[config.mk]
export PLATFORM = sky130hd
export DESIGN_NAME = nibble_cpu_literal_skip_exec
export DESIGN_NICKNAME = d
export VERILOG_FILES = /design/src/logic/nibble_exec_pkg.sv /design/src/logic/nibble_alu.sv /design/src/logic/skip_judge.sv /design/src/logic/nibble_cpu_literal_skip_exec.sv
export SDC_FILE = /design/constraint.sdc
export NUM_CORES = 1
export LEC_CHECK = 0
export BUFFER_PORTS_ARGS = -buffer_cell sky130_fd_sc_hd__buf_2
export CAP_MARGIN = 20
export CORE_MARGIN = 1.5
export CORE_UTILIZATION = 59
export CTS_BUF_LIST = sky130_fd_sc_hd__clkbuf_4 sky130_fd_sc_hd__clkbuf_8
export CTS_CLUSTER_SIZE = 30
export DETAILED_ROUTE_END_ITERATION = 12
export PLACE_DENSITY = 0.87
export SYNTH_ARGS = -nofsm -noshare
export SYNTH_HDL_FRONTEND = slang
export SYNTH_SLANG_ARGS = --single-unit
[constraint.sdc]
create_clock -name CLOCK -period 5.83 [get_ports CLOCK]
set_input_delay 0.8745 -clock CLOCK [delete_from_list [all_inputs] [get_ports CLOCK]]
set_output_delay 0.8745 -clock CLOCK [all_outputs]
set_load 0.05 [all_outputs]
[src/logic/nibble_exec_pkg.sv]
// shared opcodes, field layout, reset values and timing counts of the nibble executor
package nibble_exec_pkg;

	// ====================
	// data widths
	localparam int unsigned NIBBLE_W = 4;
	localparam int unsigned ROM_W    = 10;
	localparam int unsigned BITSEL_W = 2;

	// ====================
	// table word field layout
	localparam int unsigned ROM_ACC_LSB = 0;
	localparam int unsigned ROM_MID_LSB = 4;
	localparam int unsigned ROM_TOP_LSB = 8;
	localparam int unsigned ROM_TOP_W   = 2;

	// ====================
	// reset values
	localparam logic [3:0] ACC_RESET   = 4'h0;
	localparam logic       CARRY_RESET = 1'b0;
	localparam logic       ZERO_RESET  = 1'b0;
	localparam logic [3:0] MID_RESET   = 4'h0;
	localparam logic [3:0] TOP_RESET   = 4'h0;

	// ====================
	// timing counts in instruction cycles
	localparam int unsigned CYCLES_SINGLE     = 1;
	localparam int unsigned CYCLES_TABLE_READ = 3;

	// ====================
	// opcodes presented on the instruction port
	typedef enum logic [4:0] {
		OP_NOP                        = 5'h00,
		OP_ADD_LITERAL_WITH_CARRY     = 5'h01,
		OP_XOR_LITERAL                = 5'h02,
		OP_AND_LITERAL                = 5'h03,
		OP_OR_LITERAL                 = 5'h04,
		OP_LOAD_LITERAL_ACC           = 5'h05,
		OP_ROTATE_LEFT_PLAIN          = 5'h06,
		OP_ROTATE_RIGHT_THROUGH_CARRY = 5'h07,
		OP_ROTATE_LEFT_THROUGH_CARRY  = 5'h08,
		OP_CLEAR_CARRY                = 5'h09,
		OP_SET_CARRY                  = 5'h0A,
		OP_INCREMENT_ACCUMULATOR      = 5'h0B,
		OP_DECREMENT_ACCUMULATOR      = 5'h0C,
		OP_SKIP_IF_ABOVE_LITERAL      = 5'h0D,
		OP_SKIP_IF_BELOW_LITERAL      = 5'h0E,
		OP_SKIP_IF_NOT_EQUAL_LITERAL  = 5'h0F,
		OP_SKIP_IF_CARRY_CLEAR        = 5'h10,
		OP_SKIP_IF_CARRY_SET          = 5'h11,
		OP_SKIP_IF_ZERO_CLEAR         = 5'h12,
		OP_SKIP_IF_ZERO_SET           = 5'h13,
		OP_SKIP_IF_BIT_CLEAR          = 5'h14,
		OP_WATCHDOG_CLEAR_FIRST_STEP  = 5'h15,
		OP_WATCHDOG_CLEAR_SECOND_STEP = 5'h16,
		OP_HALT                       = 5'h17,
		OP_TABLE_READ                 = 5'h18
	} op_e;

	// ====================
	// sequencer states, one-hot
	typedef enum logic [2:0] {
		ST_RUN   = 3'b001,
		ST_FETCH = 3'b010,
		ST_LOAD  = 3'b100
	} state_e;

endpackage

[src/logic/nibble_alu.sv]
// combinational accumulator and flag arithmetic for the literal and rotate operations
`timescale 1ns/1ps
module nibble_alu (
	// operation
	input  wire logic [4:0] op,
	input  wire logic [3:0] lit,
	// current state
	input  wire logic [3:0] acc,
	input  wire logic       carry,
	// results and write enables
	output logic      [3:0] acc_d,
	output logic            acc_we,
	output logic            carry_d,
	output logic            carry_we,
	output logic            zero_d,
	output logic            zero_we
);

	logic [4:0] sum;

	// sum is five bits wide so the carry out is kept
	assign sum = {1'b0, acc} + {1'b0, lit} + {4'h0, carry};

	// one result per operation; anything else leaves every register alone
	always_comb begin
		acc_d    = acc;
		acc_we   = 1'b0;
		carry_d  = carry;
		carry_we = 1'b0;
		zero_we  = 1'b0;
		case (op)
			nibble_exec_pkg::OP_ADD_LITERAL_WITH_CARRY: begin
				{carry_d, acc_d} = sum; // [RULE_01]
				acc_we   = 1'b1;
				carry_we = 1'b1;
				zero_we  = 1'b1;
			end
			nibble_exec_pkg::OP_XOR_LITERAL: begin
				acc_d   = acc ^ lit; // [RULE_02]
				acc_we  = 1'b1;
				zero_we = 1'b1;
			end
			nibble_exec_pkg::OP_AND_LITERAL: begin
				acc_d   = acc & lit; // [RULE_03]
				acc_we  = 1'b1;
				zero_we = 1'b1;
			end
			nibble_exec_pkg::OP_OR_LITERAL: begin
				acc_d   = acc | lit; // [RULE_04]
				acc_we  = 1'b1;
				zero_we = 1'b1;
			end
			nibble_exec_pkg::OP_LOAD_LITERAL_ACC: begin
				acc_d  = lit; // [RULE_05]
				acc_we = 1'b1;
			end
			nibble_exec_pkg::OP_ROTATE_LEFT_PLAIN: begin
				acc_d  = {acc[2:0], acc[3]}; // [RULE_06]
				acc_we = 1'b1;
			end
			nibble_exec_pkg::OP_ROTATE_RIGHT_THROUGH_CARRY: begin
				{carry_d, acc_d} = {acc[0], carry, acc[3:1]}; // [RULE_07]
				acc_we   = 1'b1;
				carry_we = 1'b1;
				zero_we  = 1'b1;
			end
			nibble_exec_pkg::OP_ROTATE_LEFT_THROUGH_CARRY: begin
				{carry_d, acc_d} = {acc, carry}; // [RULE_08]
				acc_we   = 1'b1;
				carry_we = 1'b1;
				zero_we  = 1'b1;
			end
			nibble_exec_pkg::OP_CLEAR_CARRY: begin
				carry_d  = 1'b0; // [RULE_09]
				carry_we = 1'b1;
			end
			nibble_exec_pkg::OP_SET_CARRY: begin
				carry_d  = 1'b1; // [RULE_09]
				carry_we = 1'b1;
			end
			nibble_exec_pkg::OP_INCREMENT_ACCUMULATOR: begin
				{carry_d, acc_d} = {1'b0, acc} + 5'h01; // [RULE_10]
				acc_we   = 1'b1;
				carry_we = 1'b1;
				zero_we  = 1'b1;
			end
			nibble_exec_pkg::OP_DECREMENT_ACCUMULATOR: begin
				acc_d    = acc - 4'h1;
				carry_d  = (acc != 4'h0); // [RULE_11] carry means no borrow
				acc_we   = 1'b1;
				carry_we = 1'b1;
				zero_we  = 1'b1;
			end
			default: begin
				acc_we = 1'b0;
			end
		endcase
	end

	// zero reflects the new accumulator value
	assign zero_d = (acc_d == 4'h0); // [RULE_23]

endmodule

[src/logic/skip_judge.sv]
// combinational decision for the conditional skip operations
`timescale 1ns/1ps
module skip_judge (
	// operation
	input  wire logic [4:0] op,
	input  wire logic [3:0] lit,
	// state under test
	input  wire logic [3:0] acc,
	input  wire logic       carry,
	input  wire logic       zero,
	// decision
	output logic            is_skip_op,
	output logic            skip
);

	// compares are unsigned; flags are only read, never written here
	always_comb begin
		is_skip_op = 1'b1;
		skip       = 1'b0;
		case (op)
			nibble_exec_pkg::OP_SKIP_IF_ABOVE_LITERAL:     skip = (acc > lit);        // [RULE_12]
			nibble_exec_pkg::OP_SKIP_IF_BELOW_LITERAL:     skip = (acc < lit);        // [RULE_13]
			nibble_exec_pkg::OP_SKIP_IF_NOT_EQUAL_LITERAL: skip = (acc != lit);       // [RULE_14]
			nibble_exec_pkg::OP_SKIP_IF_CARRY_CLEAR:       skip = (carry == 1'b0);    // [RULE_15]
			nibble_exec_pkg::OP_SKIP_IF_CARRY_SET:         skip = (carry == 1'b1);    // [RULE_15]
			nibble_exec_pkg::OP_SKIP_IF_ZERO_CLEAR:        skip = (zero == 1'b0);     // [RULE_16]
			nibble_exec_pkg::OP_SKIP_IF_ZERO_SET:          skip = (zero == 1'b1);     // [RULE_16]
			nibble_exec_pkg::OP_SKIP_IF_BIT_CLEAR:         skip = ~acc[lit[1:0]];     // [RULE_17]
			default:                                       is_skip_op = 1'b0;
		endcase
	end

endmodule

[src/logic/nibble_cpu_literal_skip_exec.sv]
// executor for literal, rotate, flag, skip, watchdog, halt and table-read instructions
//
// How it works
// [RULE_01] add literal: acc = acc + literal + carry; carry and zero updated; one cycle.
// [RULE_02] xor literal: acc ^= literal; only zero updated, carry kept.
// [RULE_03] and literal: acc &= literal; only zero updated.
// [RULE_04] or literal: acc |= literal; only zero updated.
// [RULE_05] load literal into acc; carry and zero untouched.
// [RULE_06] plain left rotate of acc, bit 3 into bit 0, no flags.
// [RULE_07] right rotate through carry: bit 0 to carry, carry to bit 3.
// [RULE_08] left rotate through carry: bit 3 to carry, carry to bit 0.
// [RULE_09] clear or set carry; zero untouched; one cycle.
// [RULE_10] increment acc; carry set on wrap to zero; zero updated.
// [RULE_11] decrement acc; carry stays 1 unless a borrow occurs.
// [RULE_12] skip next when acc strictly above literal.
// [RULE_13] skip next only when acc strictly below literal; no flags change.
// [RULE_14] skip next when acc differs from literal.
// [RULE_15] skip next when carry is clear or set respectively.
// [RULE_16] skip next when zero flag is clear or set respectively.
// [RULE_17] skip next when accumulator bit selected by 2-bit index is 0.
// [RULE_18] no-operation takes one cycle and changes nothing.
// [RULE_19] watchdog clears only when first step is directly followed by second step.
// [RULE_20] halt takes one cycle, enters sleep and stops the system clock.
// [RULE_21] table read loads word bits into acc, mid and top nibbles in three cycles.
// [RULE_22] borrow is never stored; it is always the inverse of carry.
// [RULE_23] an updated zero flag is 1 exactly when the 4-bit result is zero.
`timescale 1ns/1ps
module nibble_cpu_literal_skip_exec #(
	parameter int unsigned ADDR_W = 11,
	parameter int unsigned WDT_W  = 12
) (
	// clock and reset
	input  wire logic              CLOCK,
	input  wire logic              SRST,
	// instruction port
	input  wire logic              INSTR_VALID,
	input  wire logic [4:0]        INSTR_OP,
	input  wire logic [3:0]        INSTR_LIT,
	output logic                   INSTR_READY,
	output logic                   INSTR_DONE,
	output logic                   INSTR_DISCARDED,
	output logic                   SKIP_PENDING,
	// table memory port
	input  wire logic [ADDR_W-1:0] POINTER_REGISTER,
	output logic      [ADDR_W-1:0] ROM_ADDR,
	output logic                   ROM_RD,
	input  wire logic [9:0]        ROM_DATA,
	// core state
	output logic      [3:0]        ACC,
	output logic                   CARRY,
	output logic                   ZERO,
	output logic                   BORROW,
	output logic      [3:0]        TABLE_MID_NIBBLE,
	output logic      [3:0]        TABLE_TOP_BITS,
	// watchdog
	input  wire logic              WDT_TICK,
	output logic      [WDT_W-1:0]  WATCHDOG_COUNTER,
	output logic                   WDT_ARMED,
	// sleep control
	input  wire logic              WAKE,
	output logic                   HALT_MODE,
	output logic                   SYS_CLK_STOP
);

	// ====================
	// declarations

	nibble_exec_pkg::state_e state_q;
	nibble_exec_pkg::state_e state_d;

	logic [3:0]        acc_q;
	logic              carry_q;
	logic              zero_q;
	logic [3:0]        mid_q;
	logic [3:0]        top_q;
	logic              skip_q;
	logic              wdt_armed_q;
	logic [WDT_W-1:0]  wdt_q;
	logic              halt_q;
	logic              done_q;
	logic              discard_q;
	logic [ADDR_W-1:0] rom_addr_q;
	logic [9:0]        rom_word_q;

	logic       take;
	logic       exec;
	logic       discard;
	logic [4:0] op;

	logic [3:0] alu_acc;
	logic       alu_acc_we;
	logic       alu_carry;
	logic       alu_carry_we;
	logic       alu_zero;
	logic       alu_zero_we;
	logic       is_skip_op;
	logic       skip_now;

	// ====================
	// instruction acceptance

	// a word is only taken in the run state and while awake
	assign INSTR_READY = (state_q == nibble_exec_pkg::ST_RUN) && !halt_q;
	assign take        = INSTR_VALID && INSTR_READY;
	assign op          = INSTR_OP;

	// a pending skip swallows the next word instead of running it
	assign discard = take && skip_q;
	assign exec    = take && !skip_q;

	// ====================
	// arithmetic and skip decision

	nibble_alu u_alu (
		.op       (op),
		.lit      (INSTR_LIT),
		.acc      (acc_q),
		.carry    (carry_q),
		.acc_d    (alu_acc),
		.acc_we   (alu_acc_we),
		.carry_d  (alu_carry),
		.carry_we (alu_carry_we),
		.zero_d   (alu_zero),
		.zero_we  (alu_zero_we)
	);

	skip_judge u_skip (
		.op         (op),
		.lit        (INSTR_LIT),
		.acc        (acc_q),
		.carry      (carry_q),
		.zero       (zero_q),
		.is_skip_op (is_skip_op),
		.skip       (skip_now)
	);

	// ====================
	// table read sequencer

	// next state: run, then issue the address, then load the word
	always_comb begin
		state_d = state_q;
		case (state_q)
			nibble_exec_pkg::ST_RUN: begin
				if (exec && (op == nibble_exec_pkg::OP_TABLE_READ)) begin
					state_d = nibble_exec_pkg::ST_FETCH; // [RULE_21]
				end
			end
			nibble_exec_pkg::ST_FETCH: begin
				state_d = nibble_exec_pkg::ST_LOAD;
			end
			nibble_exec_pkg::ST_LOAD: begin
				state_d = nibble_exec_pkg::ST_RUN;
			end
			default: begin
				state_d = nibble_exec_pkg::ST_RUN;
			end
		endcase
	end

	// sequencer state register
	always_ff @(posedge CLOCK) begin
		if (SRST) begin
			state_q <= nibble_exec_pkg::ST_RUN;
		end else begin
			state_q <= state_d;
		end
	end

	// pointer is captured when the read is taken, so later pointer moves cannot tear it
	always_ff @(posedge CLOCK) begin
		if (SRST) begin
			rom_addr_q <= '0;
		end else if (exec && (op == nibble_exec_pkg::OP_TABLE_READ)) begin
			rom_addr_q <= POINTER_REGISTER; // [RULE_21]
		end
	end

	// memory answers in the same cycle as the strobe; word is held until the load cycle
	always_ff @(posedge CLOCK) begin
		if (SRST) begin
			rom_word_q <= 10'h000;
		end else if (state_q == nibble_exec_pkg::ST_FETCH) begin
			rom_word_q <= ROM_DATA;
		end
	end

	assign ROM_ADDR = rom_addr_q;
	assign ROM_RD   = (state_q == nibble_exec_pkg::ST_FETCH);

	// ====================
	// accumulator

	// table read writes acc in its third cycle; literal ops write it at once
	always_ff @(posedge CLOCK) begin
		if (SRST) begin
			acc_q <= nibble_exec_pkg::ACC_RESET;
		end else if (state_q == nibble_exec_pkg::ST_LOAD) begin
			acc_q <= rom_word_q[nibble_exec_pkg::ROM_ACC_LSB +: 4]; // [RULE_21]
		end else if (exec && alu_acc_we) begin
			acc_q <= alu_acc; // [RULE_01]
		end
	end

	// ====================
	// flags

	// carry only moves on ops that declare it; skips, nop and table read leave it
	always_ff @(posedge CLOCK) begin
		if (SRST) begin
			carry_q <= nibble_exec_pkg::CARRY_RESET;
		end else if (exec && alu_carry_we) begin
			carry_q <= alu_carry; // [RULE_09]
		end
	end

	// zero follows the new result when the op updates it
	always_ff @(posedge CLOCK) begin
		if (SRST) begin
			zero_q <= nibble_exec_pkg::ZERO_RESET;
		end else if (exec && alu_zero_we) begin
			zero_q <= alu_zero; // [RULE_23]
		end
	end

	// no separate borrow bit exists, so the two can never disagree
	assign BORROW = ~carry_q; // [RULE_22]

	// ====================
	// table data nibbles

	// the two-bit top field sits in the low bits of its nibble
	always_ff @(posedge CLOCK) begin
		if (SRST) begin
			mid_q <= nibble_exec_pkg::MID_RESET;
			top_q <= nibble_exec_pkg::TOP_RESET;
		end else if (state_q == nibble_exec_pkg::ST_LOAD) begin
			mid_q <= rom_word_q[nibble_exec_pkg::ROM_MID_LSB +: 4]; // [RULE_21]
			top_q <= {2'b00, rom_word_q[nibble_exec_pkg::ROM_TOP_LSB +: nibble_exec_pkg::ROM_TOP_W]}; // [RULE_21]
		end
	end

	// ====================
	// skip handling

	// a taken skip marks the following word; that word is then dropped untouched
	always_ff @(posedge CLOCK) begin
		if (SRST) begin
			skip_q <= 1'b0;
		end else if (discard) begin
			skip_q <= 1'b0;
		end else if (exec && is_skip_op) begin
			skip_q <= skip_now; // [RULE_12]
		end
	end

	// ====================
	// watchdog

	// any word other than an executed first step breaks the pair, a dropped first step included
	always_ff @(posedge CLOCK) begin
		if (SRST) begin
			wdt_armed_q <= 1'b0;
		end else if (take) begin
			wdt_armed_q <= exec && (op == nibble_exec_pkg::OP_WATCHDOG_CLEAR_FIRST_STEP); // [RULE_19]
		end
	end

	// clear beats a tick in the same cycle so a late clear is never undone
	always_ff @(posedge CLOCK) begin
		if (SRST) begin
			wdt_q <= '0;
		end else if (exec && wdt_armed_q && (op == nibble_exec_pkg::OP_WATCHDOG_CLEAR_SECOND_STEP)) begin
			wdt_q <= '0; // [RULE_19]
		end else if (WDT_TICK) begin
			wdt_q <= wdt_q + {{(WDT_W-1){1'b0}}, 1'b1};
		end
	end

	// ====================
	// halt

	// sleep holds until the wake input; wake wins only once halted
	always_ff @(posedge CLOCK) begin
		if (SRST) begin
			halt_q <= 1'b0;
		end else if (halt_q && WAKE) begin
			halt_q <= 1'b0;
		end else if (exec && (op == nibble_exec_pkg::OP_HALT)) begin
			halt_q <= 1'b1; // [RULE_20]
		end
	end

	// ====================
	// completion strobes

	// done pulses once per executed word; a table read reports in the cycle after its load cycle
	always_ff @(posedge CLOCK) begin
		if (SRST) begin
			done_q    <= 1'b0;
			discard_q <= 1'b0;
		end else begin
			done_q    <= (exec && (op != nibble_exec_pkg::OP_TABLE_READ))
			             || (state_q == nibble_exec_pkg::ST_LOAD); // [RULE_18]
			discard_q <= discard;
		end
	end

	// ====================
	// outputs

	assign ACC              = acc_q;
	assign CARRY            = carry_q;
	assign ZERO             = zero_q;
	assign TABLE_MID_NIBBLE = mid_q;
	assign TABLE_TOP_BITS   = top_q;
	assign SKIP_PENDING     = skip_q;
	assign WATCHDOG_COUNTER = wdt_q;
	assign WDT_ARMED        = wdt_armed_q;
	assign HALT_MODE        = halt_q;
	assign SYS_CLK_STOP     = halt_q; // [RULE_20]
	assign INSTR_DONE       = done_q;
	assign INSTR_DISCARDED  = discard_q;

endmodule

==> impl_metrics.csv, run 1 <==
group,metric,value,unit
route,routed_wl,7730,um
logic_synthesis,netlist_area,0.00316,mm2
global_routing,antenna_found_initial,0,
die,dieArea,0.00580,mm2
setup_path,critPathSlowestCell,"dfxtp_1",
sta,fin_skew,7.64,ps
logic_synthesis,synth_ff_type,"dfxtp_1",
setup_path,worst_path_largest_cell_delay,670,ps
route,drc,0,
global_routing,grt_pass1_wl,12600,um
setup_path,worst_r2r_path_depth,8,
cts,cts.sinks,53,
route,ant_nets,0,
setup_path,worstSetupStartpointType,"flip-flop",
sta,maxSlewViolCount,0,
logic_synthesis,yosysTopAreaCellShare,0.336,
die,ios,81,
setup_path,cp.required,6060,ps
sta,finalCriticalPeriod,3110,ps
cts,cts_max_level,2,
setup_path,cp_num_buf_inv,1,
setup_path,r2r_slack,2720,ps
job,drv_cap,0,
final_layout,diodes,0,
placed_design,gp_congestion,0.973,
route,wl_per_cell,15.5,um
setup_path,path_delay_family,"simple AND/OR/NAND/NOR gates",
logic_synthesis,synth_seq_cells,53,
power_and_ir_drop,cellPowerDensity,192,mW/mm2
setup_path,cp_num_cells,8,
cts,cts_resized,0,
route,viasPerCell,5.82,
logic_synthesis,synth_edf_count,0,
global_routing,overflow,0,
final_layout,syn2layout_area_growth,14.8,%
setup_path,startpoint,"ACC[0]",
global_routing,grt_max_degree,43,
logic_synthesis,synthArstFlopShare,0,
final_layout,fin_util,0.705,
final_layout,nFillCells,432,
sta,fmax,322,MHz
sta,finalHoldViolCount,0,
die,die_h,76.1,um
logic_synthesis,ys_top_cells_by_count,"56 x nor2_1, 53 x dfxtp_1, 32 x mux2i_1",
run_status,status,"completed",
route,first_iter_violations,175,
logic_synthesis,yosysWarnings,0,
power_and_ir_drop,power.leakage,1.64,nW
sta,fin_setup_tns,0,ps
sta,tightest_slew,925,ps
cts,clk_latency,310,ps
logic_synthesis,postSynthAreaPerCell,8.62,um2
placed_design,hpwl,5670,um
setup_path,worst_r2r_endpoint,"ZERO",
sta,rsz0062_at_grt,"no",
logic_synthesis,ys_seq_area_frac,0.336,
cts,cts_root_buf,"clkbuf_8",
final_layout,layout-drive-gt1-share,0.221,
logic_synthesis,synth_most_common_cell,"nor2_1",
setup_path,path_class,"flip-flop to flip-flop",
sta,finalCritPeriodShare,0.533,
logic_synthesis,synth_top_cell_by_area,"dfxtp_1",
cts,cts_tree,"yes",
logic_synthesis,syn_inst,366,
cts,clk_pin_slew,100,ps
cts,hold_buffers,0,
setup_path,crit_fanout,11,
logic_synthesis,synth_area_leaders,"dfxtp_1 34%, mux2i_1 10%, nor2_1 6.7%, ha_1 6.3%, a21oi_1 2.7%",
worst_hold_path,hold_class,"flip-flop to flip-flop",
sta,slew_headroom,0.380,
setup_path,critical_path.endpoint,"ZERO",
die,rows,26,
route,vias,2906,
setup_path,rr_startpoint,"ACC[0]",
global_routing,first_global_vias,2657,
die,dieWidth,76.1,um
placed_design,port_buffers,78,
die,core_area,0.00514,mm2
setup_path,crit_chain,"inv_1, ha_1, mux2_2, a21oi_1, o221ai_1, or3_1, or4_1, o31ai_2",
global_routing,track_usage,0.266,
power_and_ir_drop,max-vdd-ir-drop,243,uV
route,dr.pass1.iters,5,
logic_synthesis,synth.distinct_cells,63,
setup_path,cp.arrival,3330,ps
die,start_util,0.614,
sta,setup_viol,0,
cts,post_cts.repair.setup_buffers,0,
cts,clock_path_buffers,2,
cts,cts-buffers-inserted,5,
setup_path,cp-end-kind,"flip-flop",
final_layout,nets,481,
cell families (layout without fill, tap and decap cells):
kind of cell,Yosys count,count (layout),share of synthesized area
simple gates,141,141,0.228
compound gates,63,63,0.147
flops,53,53,0.336
buf+inv,41,103,0.0571
mux,35,35,0.116
fa+ha+maj,19,19,0.0793
xor+xnor,13,13,0.0361
other cells,1,2,0.00119
how the worst min path moves through the flow:
| stage | from | endpoint | slack (ps) | cells past startpoint |
|---|---|---|---|---|
| 4_1_cts | WDT_ARMED | WDT_ARMED | 470 | 2 |
| 5_1_grt | WDT_ARMED | WDT_ARMED | 490 | 2 |
| 3_5_place_dp | WDT_ARMED | WDT_ARMED | 460 | 2 |
| 3_3_place_gp | WDT_ARMED | WDT_ARMED | 460 | 2 |
| 6_report | WDT_ARMED | WDT_ARMED | 470 | 2 |
| 2_1_floorplan | rom_word_q[4] | rom_word_q[4] | 460 | 2 |
layout by cell type (no fill, tap or decap), types with 8 or more instances in the layout:
cell,netlist,routed
ha_1,16,16
buf_2,6,78
nand3_1,10,10
nor2_1,56,56
dfxtp_1,53,53
nand2_1,18,18
a21oi_1,17,17
mux2i_1,32,32
inv_1,15,15
xor2_1,8,8
stage by stage:
stage          hold slack (ps)  cells  instance area [um2]  worst slack [ps]  power [mW]
6_report                   468    499                 3620              2720       0.697
5_1_grt                    494    499                 3620              2710       0.727
4_1_cts                    470    499                 3620              2800       0.700
3_5_place_dp               455    491                 3530              2530       0.493
3_3_place_gp               456    491                 3530              2610       0.491
2_1_floorplan              460    367                 3160              2820       0.462
worst min-delay path: cells and delay by family, from the launching register on:
family	cells	cell delay (ps)
flip-flops	1	330
AO/OA/AOI/OAI	1	50
AND/OR/NAND/NOR	1	50
area by class of cell:
class                      instances  area [um2]  share of cell area
clock inverter                     3        25.0             0.00691
tap                               70        87.6              0.0242
timing repair buffer              79         398               0.110
multi-input combinational        273        1920               0.531
sequential                        53        1060               0.293
inverter                          16        60.1              0.0166
clock buffer                       5        68.8              0.0190
metal layers:
layer  share of wire  routed length, um  global-route usage
met1            0.42               3230               0.336
met2            0.47               3600               0.431
met3           0.075                581              0.0503
met4           0.041                318               0.144
met5               0                  0                   0
sequential cells by signal (all words and copies together) (netlist names):
register and cells:
WATCHDOG_COUNTER 12, ROM_ADDR 11, rom_word_q 10, ACC 4, TABLE_MID_NIBBLE 4, state_q 3, TABLE_TOP_BITS 2, CARRY 1
HALT_MODE 1, INSTR_DISCARDED 1, INSTR_DONE 1, SKIP_PENDING 1, WDT_ARMED 1, ZERO 1
where the power goes:
part           switching [mW]  internal (mW)  leakage [nW]
logic                  0.0750         0.0386          1.17
clock network           0.125         0.0868        0.0447
registers             0.00623          0.366         0.428
total                   0.206          0.492          1.64
No activity file was read; power rests on OpenSTA's default activity.
==> run 2, diff against run 1 <==
ABC_AREA = 1   (was not set)
CORE_UTILIZATION = 50   (was 59)
PLACE_DENSITY = 0.78   (was 0.87)
clock period = 2.6 ns   (was 5.83 ns; I/O delays follow)
==> impl_metrics.csv, run 2 <==
group,metric,value,unit
setup_path,cp.required,2830,ps
placed_design,gp_congestion,0.918,
power_and_ir_drop,power,1.55,mW
route,ant_nets,0,
cts,cts_max_level,2,
cts,cts_resized,0,
sta,slew_headroom,0.564,
cts,cts_root_buf,"clkbuf_8",
job,drv_cap,0,
power_and_ir_drop,switchingPower,0.461,mW
logic_synthesis,muxShareOfSynthArea,0,
sta,finalHoldViolCount,0,
logic_synthesis,synth_xor_xnor_area_share,0.0188,
sta,setup_viol,0,
logic_synthesis,synth_seq_cells,53,
setup_path,crit_fanout,10,
die,dieWidth,83.7,um
die,start_util,0.516,
logic_synthesis,postSynthAreaPerCell,6.91,um2
die,core_area,0.00631,mm2
power_and_ir_drop,power.share.clock,0.298,
final_layout,stdcell_area,0.00382,mm2
sta,finalCriticalPeriod,2090,ps
logic_synthesis,synthSimpleGateAreaFrac,0.373,
logic_synthesis,synth.distinct_cells,43,
logic_synthesis,yosysTopAreaCellShare,0.326,
logic_synthesis,synth-compound-area-share,0.125,
power_and_ir_drop,max-vdd-ir-drop,384,uV
logic_synthesis,ys_seq_area_frac,0.326,
setup_path,path_class,"flip-flop to flip-flop",
logic_synthesis,synth_ff_type,"dfxtp_1",
logic_synthesis,netlist_area,0.00326,mm2
global_routing,grt_max_degree,30,
power_and_ir_drop,netSwitchingFraction,0.297,
die,rows,29,
final_layout,syn2layout_area_growth,17.3,%
logic_synthesis,synth_most_common_cell,"nor2_1",
sta,fin_setup_tns,0,ps
cts,hold_buffers,0,
sta,setup_ws,512,ps
setup_path,cpMostUsedCell,"nand2_1",
global_routing,overflow,0,
logic_synthesis,syn_inst,471,
setup_path,cp-end-kind,"flip-flop",
logic_synthesis,synth_top_cell_by_area,"dfxtp_1",
final_layout,layout_common_cells,"91 x nor2_1, 83 x nand2_1, 78 x buf_2",
final_layout,nets,602,
logic_synthesis,synth_edf_count,0,
placed_design,pre_cts_ws,500,ps
final_layout,largest_reg_flops,12,
setup_path,cp.arrival,2320,ps
global_routing,antenna_found_initial,0,
setup_path,worst_path_largest_cell_delay,570,ps
setup_path,worstSetupStartpointType,"flip-flop",
cts,clk_pin_slew,100,ps
placed_design,port_buffers,78,
sta,rsz0062_at_grt,"no",
sta,maxSlewViolCount,0,
die,ios,81,
power_and_ir_drop,pwr-share-comb,0.166,
final_layout,layout-drive-gt1-share,0.231,
sta,worst_hold_slack,273,ps
logic_synthesis,yosysWarnings,0,
global_routing,first_global_vias,3063,
worst_hold_path,hold_depth,2,
sta,finalCritPeriodShare,0.803,
power_and_ir_drop,cellPowerDensity,406,mW/mm2
sta,fin_skew,6.70,ps
logic_synthesis,synthAdderAreaFrac,0.0738,
setup_path,worst_r2r_path_depth,11,
final_layout,final_common_cell,"nor2_1",
route,first_iter_violations,177,
final_layout,diodes,0,
run_status,status,"completed",
sta,fmax,479,MHz
cts,cts_tree,"yes",
route,dr.pass1.iters,5,
power_and_ir_drop,power.leakage,1.91,nW
setup_path,crit_chain,"fa_1, inv_1, fa_1, inv_1, nand2_1, nand4_1, nor2_1, nand2_1, nor2_1, nand2_1, a21oi_2",
sta,tightest_slew,652,ps
global_routing,track_usage,0.244,
logic_synthesis,synthArstFlopShare,0,
power_and_ir_drop,p_seq_frac,0.536,
cts,cts-buffers-inserted,5,
die,die_h,83.7,um
logic_synthesis,ys_top_cells_by_count,"91 x nor2_1, 83 x nand2_1, 53 x dfxtp_1",
die,dieArea,0.00700,mm2
route,routed_wl,8710,um
setup_path,critPathSlowestCell,"dfxtp_1",
placed_design,dpl_cell_area,0.00373,mm2
logic_synthesis,synth_top_family_by_area,"simple AND/OR/NAND/NOR gates",
cts,cts.sinks,53,
placed_design,hpwl,6510,um
route,vias,3347,
cts,post_cts.repair.setup_buffers,0,
cts,clk_latency,300,ps
logic_synthesis,synth_area_leaders,"dfxtp_1 33%, nor2_1 10%, nand2_1 9.6%, ha_1 6.1%, nand3_1 5.5%",
route,drc,0,
global_routing,grt_pass1_wl,14300,um
power_and_ir_drop,intPower,1.09,mW
cts,clock_path_buffers,2,
route,wl_per_cell,13.9,um
worst_hold_path,hold_class,"input port to flip-flop",
route,viasPerCell,5.34,
==> run 2: cell types whose count changed after synthesis, sizes merged, moves of 5 or more <==
| cell | change |
|---|---|
| mux2i | -32 |
| nand4 | +8 |
| nand3 | +29 |
| clkbuf | -6 |
| nand2 | +70 |
| and3 | -5 |
| nor3b | -5 |
| inv | +29 |
| nor2 | +49 |
| nand2b | -7 |
| o21ai | +30 |
==> run 2: path summary, 6_finish.rpt <==
path	from	end	slack [ps]
max	ACC[0]	ZERO	510
min reg2reg	WATCHDOG_COUNTER[11]	WATCHDOG_COUNTER[11]	490
max reg2reg	ACC[0]	ZERO	510
min	WAKE	HALT_MODE	270
==> run 2: metal layers <==
metal  wire (um)  up-vias  global-route usage
met1        3900     1517               0.326
li1            -     1687                   -
met3         560       10              0.0317
met5           0        -                   0
met2        4090      133               0.408
met4         163        0              0.0820
==> run 2: worst max-delay path: cells and delay by family, from the launching register on <==
| family | cells | cell delay, ps |
|---|---|---|
| compound gates | 1 | 110 |
| fa+ha+maj | 2 | 740 |
| buf+inv | 2 | 100 |
| flops | 1 | 570 |
| simple gates | 6 | 520 |
==> run 2: cell type report <==
cell class	instances	area, um2
Timing Repair Buffer	88	465
Clock inverter	3	21.3
Tap cell	77	96.3
Fill cell	633	2500
Clock buffer	5	68.8
Inverter	45	174
Multi-Input combinational cell	356	1930
Sequential cell	53	1060
==> run 2: through the flow <==
step	util	instances
4_1_cts	0.605	627
3_3_place_gp	0.590	619
2_1_floorplan	-	472
5_1_grt	0.605	627
3_5_place_dp	0.590	619
6_report	0.605	627
==> run 2: cells by family after synthesis <==
family | Yosys count
AO/OA/AOI/OAI | 72
XOR/XNOR | 7
adder cells (fa/ha/maj) | 18
buffers and inverters | 63
flip-flops | 53
other | 1
AND/OR/NAND/NOR | 257
==> run 2: power by group through the flow <==
stage,clock network (mW),registers [mW],logic (mW)
floorplan,0,0.882,0.142
global placement,0,0.849,0.254
detailed placement,0,0.849,0.256
CTS,0.480,0.831,0.257
global route,0.504,0.832,0.281
finish,0.462,0.831,0.258
